**config.mk**
```make
export PLATFORM = sky130hd
export DESIGN_NAME = bdpwm_ctrl
export DESIGN_NICKNAME = d
export VERILOG_FILES = /design/src/bdpwm_pkg.sv /design/src/bdpwm_ctrl.sv
export SDC_FILE = /design/constraint.sdc
export NUM_CORES = 1
export LEC_CHECK = 0
export CAP_MARGIN = 25
export CORE_MARGIN = 2
export CORE_UTILIZATION = 34
export DETAILED_ROUTE_END_ITERATION = 6
export DONT_BUFFER_PORTS = 1
export PLACE_DENSITY_LB_ADDON = 0.08
export SLEW_MARGIN = 20
export SYNTH_ARGS = -nofsm -noshare
export SYNTH_HDL_FRONTEND = slang
export SYNTH_SLANG_ARGS = --single-unit
```
**constraint.sdc**
```tcl
create_clock -name clk -period 5.7 [get_ports clk]
set_clock_uncertainty 0.2 [all_clocks]
set_input_delay 0.285 -clock clk [delete_from_list [all_inputs] [get_ports clk]]
set_output_delay 0.285 -clock clk [all_outputs]
set_load 0.01 [all_outputs]
```
**src/bdpwm_pkg.sv**
```systemverilog
// Constants and carrier types for the battery converter pulse-width controller.
// Assumes a 200 MHz system clock and an APB master with 32-bit data.
package bdpwm_pkg;

   // Register indexes; the byte address is four times the index.
   localparam logic [7:0] IDX_POWER_DOWN   = 8'h0e;
   localparam logic [7:0] IDX_HEADROOM_RNG = 8'h42;
   localparam logic [7:0] IDX_HIGH_BAT     = 8'h4a;
   localparam logic [7:0] IDX_LOW_BAT      = 8'h4b;
   localparam logic [7:0] IDX_PERIOD       = 8'h5c;
   localparam logic [7:0] IDX_OFF_CAL      = 8'h5d;
   localparam logic [7:0] IDX_PULSE_WIDTH  = 8'h5e;
   localparam logic [7:0] IDX_ENHANCE      = 8'h6c;
   localparam logic [7:0] IDX_HEADROOM     = 8'h70;

   // Field positions.
   localparam int unsigned POWER_OFF_BIT   = 4;
   localparam int unsigned CAL_BIT         = 7;
   localparam int unsigned FAST_SETTLE_BIT = 5;
   localparam int unsigned LOOP_FILTER_BIT = 1;
   localparam int unsigned TRACK_BIT       = 6;
   localparam int unsigned RANGE_BIT       = 0;

   // Reset values; the converter starts powered down with the line open.
   localparam logic [7:0] POWER_DOWN_RST = 8'h10;
   localparam logic [7:0] REG_RST        = 8'h00;

   // Timing: converter steps of 61.035 ns come from a 16.384 MHz phase accumulator.
   localparam longint unsigned CLK_HZ     = 64'd200000000;
   localparam longint unsigned CONV_HZ    = 64'd16384000;
   localparam logic [31:0]     PHASE_STEP = 32'((CONV_HZ << 32) / CLK_HZ);
   localparam logic [7:0]      MIN_OFF_BASE = 8'h04;
   localparam int unsigned     CLK_PERIOD_PS = 5000;
   localparam int unsigned     CAL_TIME_NS   = 1280;
   localparam logic [8:0]      CAL_CYCLES    = 9'((CAL_TIME_NS * 1000) / CLK_PERIOD_PS);

   // Regulation constants, battery codes in 1.5 V steps.
   localparam logic [3:0] HEADROOM_MAX_LOW  = 4'h6;
   localparam logic [3:0] HEADROOM_MAX_HIGH = 4'h9;
   localparam logic [7:0] BAT_CODE_MAX      = 8'h3f;
   localparam logic [7:0] FAST_THRESH       = 8'h04;
   localparam logic [7:0] FAST_STEP         = 8'h04;
   localparam logic [2:0] FILTER_LIMIT      = 3'h3;

   typedef struct packed {
      logic        psel;
      logic        penable;
      logic        pwrite;
      logic [11:0] paddr;
      logic [31:0] pwdata;
   } bdpwm_apb_req_type;

   typedef struct packed {
      logic [31:0] prdata;
      logic        pready;
      logic        pslverr;
   } bdpwm_apb_rsp_type;

   // Indications supplied by the linefeed and ringing logic.
   typedef struct packed {
      logic       ringing_burst;
      logic       constant_current;
      logic [5:0] cm_code;
      logic [5:0] feed_code;
   } bdpwm_line_type;

   typedef struct packed {
      logic [7:0]  power_down;
      logic [7:0]  headroom_range;
      logic [7:0]  high_bat;
      logic [7:0]  low_bat;
      logic [7:0]  period;
      logic [4:0]  min_off;
      logic [7:0]  enhance;
      logic [3:0]  headroom;
      logic        cal_busy;
      logic [8:0]  cal_cnt;
      logic        base_high;
      logic        base_low;
      logic [31:0] phase;
      logic [7:0]  cnt;
      logic [7:0]  ontime;
      logic [7:0]  pulse;
      logic signed [2:0] filt;
      logic        overload;
      logic        strap_taken;
      logic        same_polarity;
      logic        drive;
      logic        ff;
      logic [31:0] rdata;
   } bdpwm_state_type;

endpackage

```
**src/bdpwm_ctrl.sv**
```systemverilog
// Pulse-width controller for the negative battery buck-boost converter, with APB registers.
// Assumes line indications, battery sense and monitor levels are synchronous to clk.
//
// Functional notes
// - Converter stays off while the power-off bit is one; clearing it enables switching.
// - Standard variant drives feed-forward output inverted from primary drive.
// - Alternate variant drives feed-forward output with primary drive polarity.
// - Period comes from the 8-bit period field in 61.035 ns steps.
// - Primary switch output asserted for computed on-time, readable in pulse-width register.
// - Switch held off at least minimum-off field plus four converter clocks.
// - Overload from input monitors turns switch off for rest of period.
// - On-time lengthens below battery target and shortens above it.
// - Software sets calibration bit after power-on; bit reads calibration busy.
// - Headroom field and range bit add 1.5 V steps beyond the line.
// - Constant-current target is feed voltage plus common mode plus headroom.
// - In constant current without tracking, target never falls below the low-battery setting outside a ringing burst.
// - During a ringing burst target is the high-battery setting.
// - After a ringing burst target returns to active-state rules.
// - Fast-settle bit selects larger on-time steps for large errors.
// - Loop-filter bit averages error decisions to reject audio-band noise.
// - After reset the converter is powered down with the line open.
//
// The APB slave port was left to the implementer.
`timescale 1ns/1ps
module bdpwm_ctrl
   import bdpwm_pkg::*;
(
   // Clock and reset
   input  wire logic              clk,
   input  wire logic              reset_n,
   // APB slave
   input  wire bdpwm_apb_req_type apb_req,
   output bdpwm_apb_rsp_type      apb_rsp,
   // Variant strap and line indications
   input  wire logic              feed_forward_same_polarity,
   input  wire bdpwm_line_type    line_state,
   // Sensing
   input  wire logic [5:0]        battery_sense_input,
   input  wire logic              input_monitor_high,
   input  wire logic              input_monitor_low,
   // Switch drive
   output logic                   primary_switch_drive,
   output logic                   feed_forward_switch_drive
);

   logic [1:0]      rst_sync_q;
   logic            rst_n;
   bdpwm_state_type s_q;
   bdpwm_state_type s_d;

   logic [7:0]  idx;
   logic        addr_ok;
   logic        wr_en;
   logic [32:0] ph_sum;
   logic        tick;
   logic        running;
   logic        overload_now;
   logic [7:0]  off_min;
   logic [7:0]  max_on;
   logic [7:0]  clamped;
   logic [3:0]  hr;
   logic [7:0]  sum;
   logic [7:0]  target;
   logic [7:0]  err;
   logic [7:0]  step;
   logic        want_up;
   logic        adjust;
   logic        period_end;
   logic [8:0]  on_up;

   // Reset is applied at once and released through two flip-flops.
   always_ff @(posedge clk or negedge reset_n) begin
      if (!reset_n) begin
         rst_sync_q <= 2'b00;
      end else begin
         rst_sync_q <= {rst_sync_q[0], 1'b1};
      end
   end
   assign rst_n = rst_sync_q[1];

   assign idx     = apb_req.paddr[9:2];
   assign addr_ok = (apb_req.paddr[1:0] == 2'b00) && (apb_req.paddr[11:10] == 2'b00) &&
                    (idx == IDX_POWER_DOWN || idx == IDX_HEADROOM_RNG ||
                     idx == IDX_HIGH_BAT || idx == IDX_LOW_BAT || idx == IDX_PERIOD ||
                     idx == IDX_OFF_CAL || idx == IDX_PULSE_WIDTH || idx == IDX_ENHANCE ||
                     idx == IDX_HEADROOM);
   assign wr_en   = apb_req.psel && apb_req.penable && apb_req.pwrite && addr_ok;

   // Zero wait states: read data is captured in the setup cycle.
   assign apb_rsp = '{prdata:  s_q.rdata,
                      pready:  1'b1,
                      pslverr: apb_req.psel && apb_req.penable && !addr_ok};

   function automatic logic [31:0] read_mux(input bdpwm_state_type st, input logic [7:0] i);
      logic [7:0] v;
      v = 8'h00;
      case (i)
         IDX_POWER_DOWN:   v = st.power_down;
         IDX_HEADROOM_RNG: v = st.headroom_range;
         IDX_HIGH_BAT:     v = st.high_bat;
         IDX_LOW_BAT:      v = st.low_bat;
         IDX_PERIOD:       v = st.period;
         IDX_OFF_CAL:      v = {st.cal_busy, 2'b00, st.min_off};
         IDX_PULSE_WIDTH:  v = st.pulse;
         IDX_ENHANCE:      v = st.enhance;
         IDX_HEADROOM:     v = {4'h0, st.headroom};
         default:          v = 8'h00;
      endcase
      return {24'h000000, v};
   endfunction

   // Converter clock enable from a phase accumulator; jitter is one system clock.
   assign ph_sum = {1'b0, s_q.phase} + {1'b0, PHASE_STEP};
   assign tick   = ph_sum[32];

   assign running = !s_q.power_down[POWER_OFF_BIT] && !s_q.cal_busy && (s_q.period != 8'h00);

   assign overload_now = (input_monitor_high ^ s_q.base_high) |
                         (input_monitor_low ^ s_q.base_low);

   assign off_min = {3'b000, s_q.min_off} + MIN_OFF_BASE;
   assign max_on  = (s_q.period > off_min) ? (s_q.period - off_min) : 8'h00;
   assign clamped = (s_q.ontime > max_on) ? max_on : s_q.ontime;

   always_comb begin
      if (s_q.headroom_range[RANGE_BIT]) begin
         hr = (s_q.headroom > HEADROOM_MAX_HIGH) ? HEADROOM_MAX_HIGH : s_q.headroom;
      end else begin
         hr = (s_q.headroom > HEADROOM_MAX_LOW) ? HEADROOM_MAX_LOW : s_q.headroom;
      end
   end

   assign sum = {2'b00, line_state.cm_code} + {2'b00, line_state.feed_code} + {4'h0, hr};

   always_comb begin
      target = (sum > BAT_CODE_MAX) ? BAT_CODE_MAX : sum;
      if (line_state.constant_current && !s_q.enhance[TRACK_BIT] &&
          target < {2'b00, s_q.low_bat[5:0]}) begin
         target = {2'b00, s_q.low_bat[5:0]};
      end
      if (line_state.ringing_burst) begin
         target = {2'b00, s_q.high_bat[5:0]};
      end
   end

   assign want_up = {2'b00, battery_sense_input} < target;
   assign err     = want_up ? (target - {2'b00, battery_sense_input})
                            : ({2'b00, battery_sense_input} - target);

   assign step = (s_q.enhance[FAST_SETTLE_BIT] && err >= FAST_THRESH) ? FAST_STEP : 8'h01;

   assign period_end = tick && (s_q.cnt >= s_q.period - 8'h01);
   assign on_up      = {1'b0, s_q.ontime} + {1'b0, step};

   always_comb begin
      s_d    = s_q;
      adjust = 1'b0;
      s_d.phase = ph_sum[31:0];

      // Strap captured once, after reset release.
      if (!s_q.strap_taken) begin
         s_d.strap_taken   = 1'b1;
         s_d.same_polarity = feed_forward_same_polarity;
      end

      if (apb_req.psel && !apb_req.penable) begin
         s_d.rdata = read_mux(s_q, idx);
      end

      if (s_q.cal_busy) begin
         if (s_q.cal_cnt == 9'h000) begin
            s_d.cal_busy  = 1'b0;
            s_d.base_high = input_monitor_high;
            s_d.base_low  = input_monitor_low;
         end else begin
            s_d.cal_cnt = s_q.cal_cnt - 9'h001;
         end
      end

      if (wr_en) begin
         case (idx)
            IDX_POWER_DOWN:   s_d.power_down = apb_req.pwdata[7:0];
            IDX_HEADROOM_RNG: s_d.headroom_range = apb_req.pwdata[7:0];
            IDX_HIGH_BAT:     s_d.high_bat = apb_req.pwdata[7:0];
            IDX_LOW_BAT:      s_d.low_bat = apb_req.pwdata[7:0];
            IDX_PERIOD:       s_d.period = apb_req.pwdata[7:0];
            IDX_OFF_CAL: begin
               s_d.min_off = apb_req.pwdata[4:0];
               // A start written as calibration ends restarts it.
               if (apb_req.pwdata[CAL_BIT]) begin
                  s_d.cal_busy = 1'b1;
                  s_d.cal_cnt  = CAL_CYCLES - 9'h001;
               end
            end
            IDX_ENHANCE:      s_d.enhance = apb_req.pwdata[7:0];
            IDX_HEADROOM:     s_d.headroom = apb_req.pwdata[3:0];
            default:          s_d.enhance = s_q.enhance;
         endcase
      end

      if (!running) begin
         s_d.cnt      = 8'h00;
         s_d.overload = 1'b0;
         s_d.pulse    = clamped;
         s_d.filt     = 3'sd0;
         if (s_q.power_down[POWER_OFF_BIT]) begin
            s_d.ontime = 8'h00;
         end
      end else begin
         if (overload_now) begin
            s_d.overload = 1'b1;
         end
         if (period_end) begin
            s_d.cnt      = 8'h00;
            s_d.overload = 1'b0;
            if (s_q.enhance[LOOP_FILTER_BIT]) begin
               if (want_up && s_q.filt == $signed(FILTER_LIMIT)) begin
                  adjust = 1'b1;
                  s_d.filt = 3'sd0;
               end else if (!want_up && s_q.filt == -$signed(FILTER_LIMIT)) begin
                  adjust = 1'b1;
                  s_d.filt = 3'sd0;
               end else begin
                  s_d.filt = want_up ? s_q.filt + 3'sd1 : s_q.filt - 3'sd1;
               end
            end else begin
               adjust = 1'b1;
            end
            if (adjust) begin
               if (want_up) begin
                  s_d.ontime = on_up[8] ? 8'hff : on_up[7:0];
               end else begin
                  s_d.ontime = (s_q.ontime > step) ? s_q.ontime - step : 8'h00;
               end
            end
            s_d.pulse = clamped;
         end else if (tick) begin
            s_d.cnt = s_q.cnt + 8'h01;
         end
      end

      // overload cut
      // The live bound also covers a pulse latched before the minimum off time was raised.
      s_d.drive = running && (s_d.cnt < s_d.pulse) && (s_d.cnt < max_on) &&
                  !s_d.overload && !overload_now;
      s_d.ff = s_d.same_polarity ? s_d.drive : !s_d.drive;
   end

   always_ff @(posedge clk or negedge rst_n) begin
      if (!rst_n) begin
         s_q <= '{power_down: POWER_DOWN_RST, headroom_range: REG_RST, ff: 1'b1, default: '0};
      end else begin
         s_q <= s_d;
      end
   end

   assign primary_switch_drive      = s_q.drive;
   assign feed_forward_switch_drive = s_q.ff;
endmodule

```
==> flow_summary.json <==
{
  "setup_viol": 10,
  "max_stage_delay_ps": 400,
  "row_count": 61,
  "track_usage_pct": 18.3,
  "outcome": "complete, but fails checks",
  "ios": 108,
  "ys_warn_count": 0,
  "timing.critical_path.required_ps": 5870,
  "htreeDepth": 4,
  "end_kind": "flop",
  "ys_seq_area_share_pct": 36.6,
  "post-route-period-util_pct": 126,
  "die_area_mm2": 0.0296,
  "worstSetupPathType": "reg2reg",
  "start_util_pct": 34.5,
  "p_switching_mw": 0.755,
  "violations": "negative setup slack",
  "clock-sinks": 140,
  "drt_wl_total_mm": 26.1,
  "p_per_area_mw_per_mm2": 221,
  "area_growth_pct": 29.1,
  "worstMarginPinSlew_ps": 852,
  "drcViolationCount": 0,
  "start_kind": "flop",
  "drtIter0Drc": 356,
  "power_frac_clock_pct": 43.2,
  "relSlewSlack_pct": 43.2,
  "ys_async_sr_fraction_pct": 100,
  "grt_max_degree": 64,
  "synth-edff-count": 0,
  "coreArea_mm2": 0.0278,
  "dieHeight_um": 172,
  "busiest_layer": "met2",
  "max_cap_violations": 0,
  "utilization_pct": 44.6,
  "synth_cells": 989,
  "ys.flop_type": "dfrtp_1",
  "crit_fanout": 5,
  "vias_per_cell": 5.07,
  "avgSynthCellArea_um2": 9.70,
  "met3_usage_pct": 2.93,
  "clk_latency_ps": 430,
  "overflow": 0,
  "power.internal_mw": 1.99,
  "cp.arrival_ps": 7360,
  "p_comb_share_pct": 20.1,
  "routabilityCongestion": 0.837,
  "critPathSlowestCell": "dfrtp_1",
  "fill_cells": 2684,
  "io_buffer_count": 0,
  "fin_ws_ps": -1490,
  "final_cell_mix": "buf_4, dfrtp_1, nand2_1, nor2_1",
  "leakagePower_nw": 5.54,
  "slew_violations": 0,
  "fmax_mhz": 139,
  "grt_pass1_vias": 7662,
  "swShare_pct": 27.5,
  "drtAntennaViolNets": 0,
  "dieWidth_um": 172,
  "root_buffer": "clkbuf_16",
  "irDropWorstVdd_v": 0.000132,
  "via_count": 7727,
  "timing.hold.ws_ps": 30.6,
  "ys_seq_elements": 140,
  "finalHoldViolCount": 0,
  "rsz0062_at_grt": "yes",
  "use_met1_pct": 26.9,
  "dpl_worst_slack_ps": -1600,
  "grt_pass1_wl_mm": 41.9,
  "dp_hpwl_mm": 19.9,
  "detail_route.wl_per_cell_um": 17.1,
  "antenna_cells": 0,
  "hold_path_class": "in2reg",
  "period_needed_ps": 7190,
  "synth_area_mm2": 0.00959,
  "clock_path_buffers": 2,
  "nets": 1283,
  "cts.clk_slew.worst_paths_ps": 70,
  "yosysUniqueCellTypes": 73,
  "cpMostUsedCell": "ha_4",
  "use_met2_pct": 28.1,
  "cts_made_buffers": 17,
  "first_pass_iters": 5,
  "layout_commonest_cell": "buf_4",
  "p_seq_share_pct": 36.7,
  "drive_gt1_share_pct": 30.5,
  "antenna_found_initial": 0,
  "cts_tree": "done"
}
## final timing paths
check	cells after the start	endpoint	start	slack, ps
worst max-delay path	32	s_q[50]	s_q[109]	-1490
worst min-delay path	2	s_q[155]	apb_req[37]	30
worst max register to register	32	s_q[50]	s_q[109]	-1490
worst min register to register	0	s_q[71]	rst_sync_q[1]	40
max in group asynchronous	1	s_q[111]	rst_sync_q[1]	4010
min in group asynchronous	0	s_q[71]	rst_sync_q[1]	40
## what timing repair did
| action | in CTS | in global routing |
|---|---|---|
| cloned | 0 | 0 |
| hold buffers | 13 | 0 |
| resized for setup | 59 | 54 |
| setup endpoints to repair | 11 | 11 |
| pin swaps | 45 | 34 |
| setup buffers | 14 | 7 |
| hold endpoints to repair | 63 | 0 |
## metrics by stage
step                      power, mW  instances  setup TNS [ps]  cell area [um^2]
after global routing           2.87       1524          -15070             12400
after detailed placement       1.45       1459          -13040             10900
after global placement         1.45       1459          -11770             10900
after floorplan                1.33       1014          -10470              9880
after CTS                      2.76       1517          -11380             12100
final                          2.74       1524          -12050             12400
## sequential cells by signal, summed over array words and instances, names as in the netlist
register / count
s_q: 128
apb_rsp: 8
rst_sync_q: 2
feed_forward_switch_drive: 1
primary_switch_drive: 1
## per-layer routing
metal,vias to the layer above,wire length (um)
met4,0,223
li1,3852,-
met2,103,11700
met1,3755,13500
met5,-,0
met3,17,623
## cell type report
class / count / area (um^2) / area share (%)
Clock buffer: 19 / 443 / 3.58
Clock inverter: 13 / 181 / 1.47
Inverter: 44 / 173 / 1.39
Multi-Input combinational cell: 773 / 6370 / 51.5
Sequential cell: 140 / 3510 / 28.4
Tap cell: 378 / 473 / 3.82
Timing Repair Buffer: 157 / 1230 / 9.91
## synthesized netlist by cell type, drive strengths merged (3+ instances only)
| cell | instances | area share (%) |
|---|---|---|
| or2 | 7 | 0.46 |
| o21bai | 5 | 0.39 |
| a311o | 5 | 0.52 |
| nand2 | 88 | 3.4 |
| a21o | 19 | 1.5 |
| a211o | 3 | 0.27 |
| o31ai | 6 | 0.47 |
| a221oi | 10 | 0.91 |
| mux2 | 67 | 7.9 |
| nand4 | 16 | 1.0 |
| nand2b | 8 | 0.52 |
| mux2i | 26 | 2.7 |
| or3 | 7 | 0.46 |
| clkbuf | 18 | 0.70 |
| xnor2 | 31 | 2.8 |
| nand3 | 21 | 1.1 |
| o21a | 17 | 1.3 |
| fa | 7 | 1.5 |
| o311ai | 3 | 0.27 |
| or4 | 6 | 0.47 |
| nor3 | 19 | 0.99 |
| nand3b | 3 | 0.23 |
| o22ai | 4 | 0.26 |
| inv | 44 | 1.7 |
| o211ai | 6 | 0.47 |
| and2 | 7 | 0.46 |
| a31oi | 7 | 0.46 |
| a22o | 4 | 0.37 |
| ha | 71 | 9.3 |
| o21ai | 48 | 2.5 |
| o22a | 3 | 0.27 |
| nor4 | 9 | 0.59 |
| and3 | 6 | 0.39 |
| buf | 39 | 2.8 |
| dfrtp | 138 | 36 |
| a211oi | 11 | 1.0 |
| o31a | 4 | 0.37 |
| a21oi | 52 | 2.7 |
| xor2 | 26 | 2.4 |
| a2111oi | 3 | 0.27 |
| nor2 | 60 | 2.3 |
| o2111ai | 6 | 0.55 |
| and4 | 7 | 0.64 |
| nor2b | 7 | 0.46 |
| nor3b | 4 | 0.47 |
## power by group through the flow
stage / Sequential (mW) / Combinational [mW] / Clock [mW]
4_1_cts: 1.01 / 0.531 / 1.22
3_5_place_dp: 1.02 / 0.428 / 0
2_1_floorplan: 1.03 / 0.292 / 0
5_1_grt: 1.01 / 0.607 / 1.26
6_report: 1.01 / 0.552 / 1.18
3_3_place_gp: 1.02 / 0.431 / 0
## kinds of logic after synthesis
logic type      share of synthesized area [%]
simple gates                             14.6
compound gates                           16.9
flops                                    36.6
buf+inv                                  5.27
mux                                      10.6
fa+ha+maj                                10.7
xor+xnor                                 5.20
other cells                            0.0783
## critical path, delay by kind of cell, from the launching register on
kind / cells / cell delay, ps
flip-flops: 1 / 400
AO/OA/AOI/OAI: 14 / 2310
AND/OR/NAND/NOR: 8 / 1680
multiplexers: 2 / 620
buffers and inverters: 2 / 250
adder cells (fa/ha/maj): 6 / 1660
(Power assumes the default switching activity.)
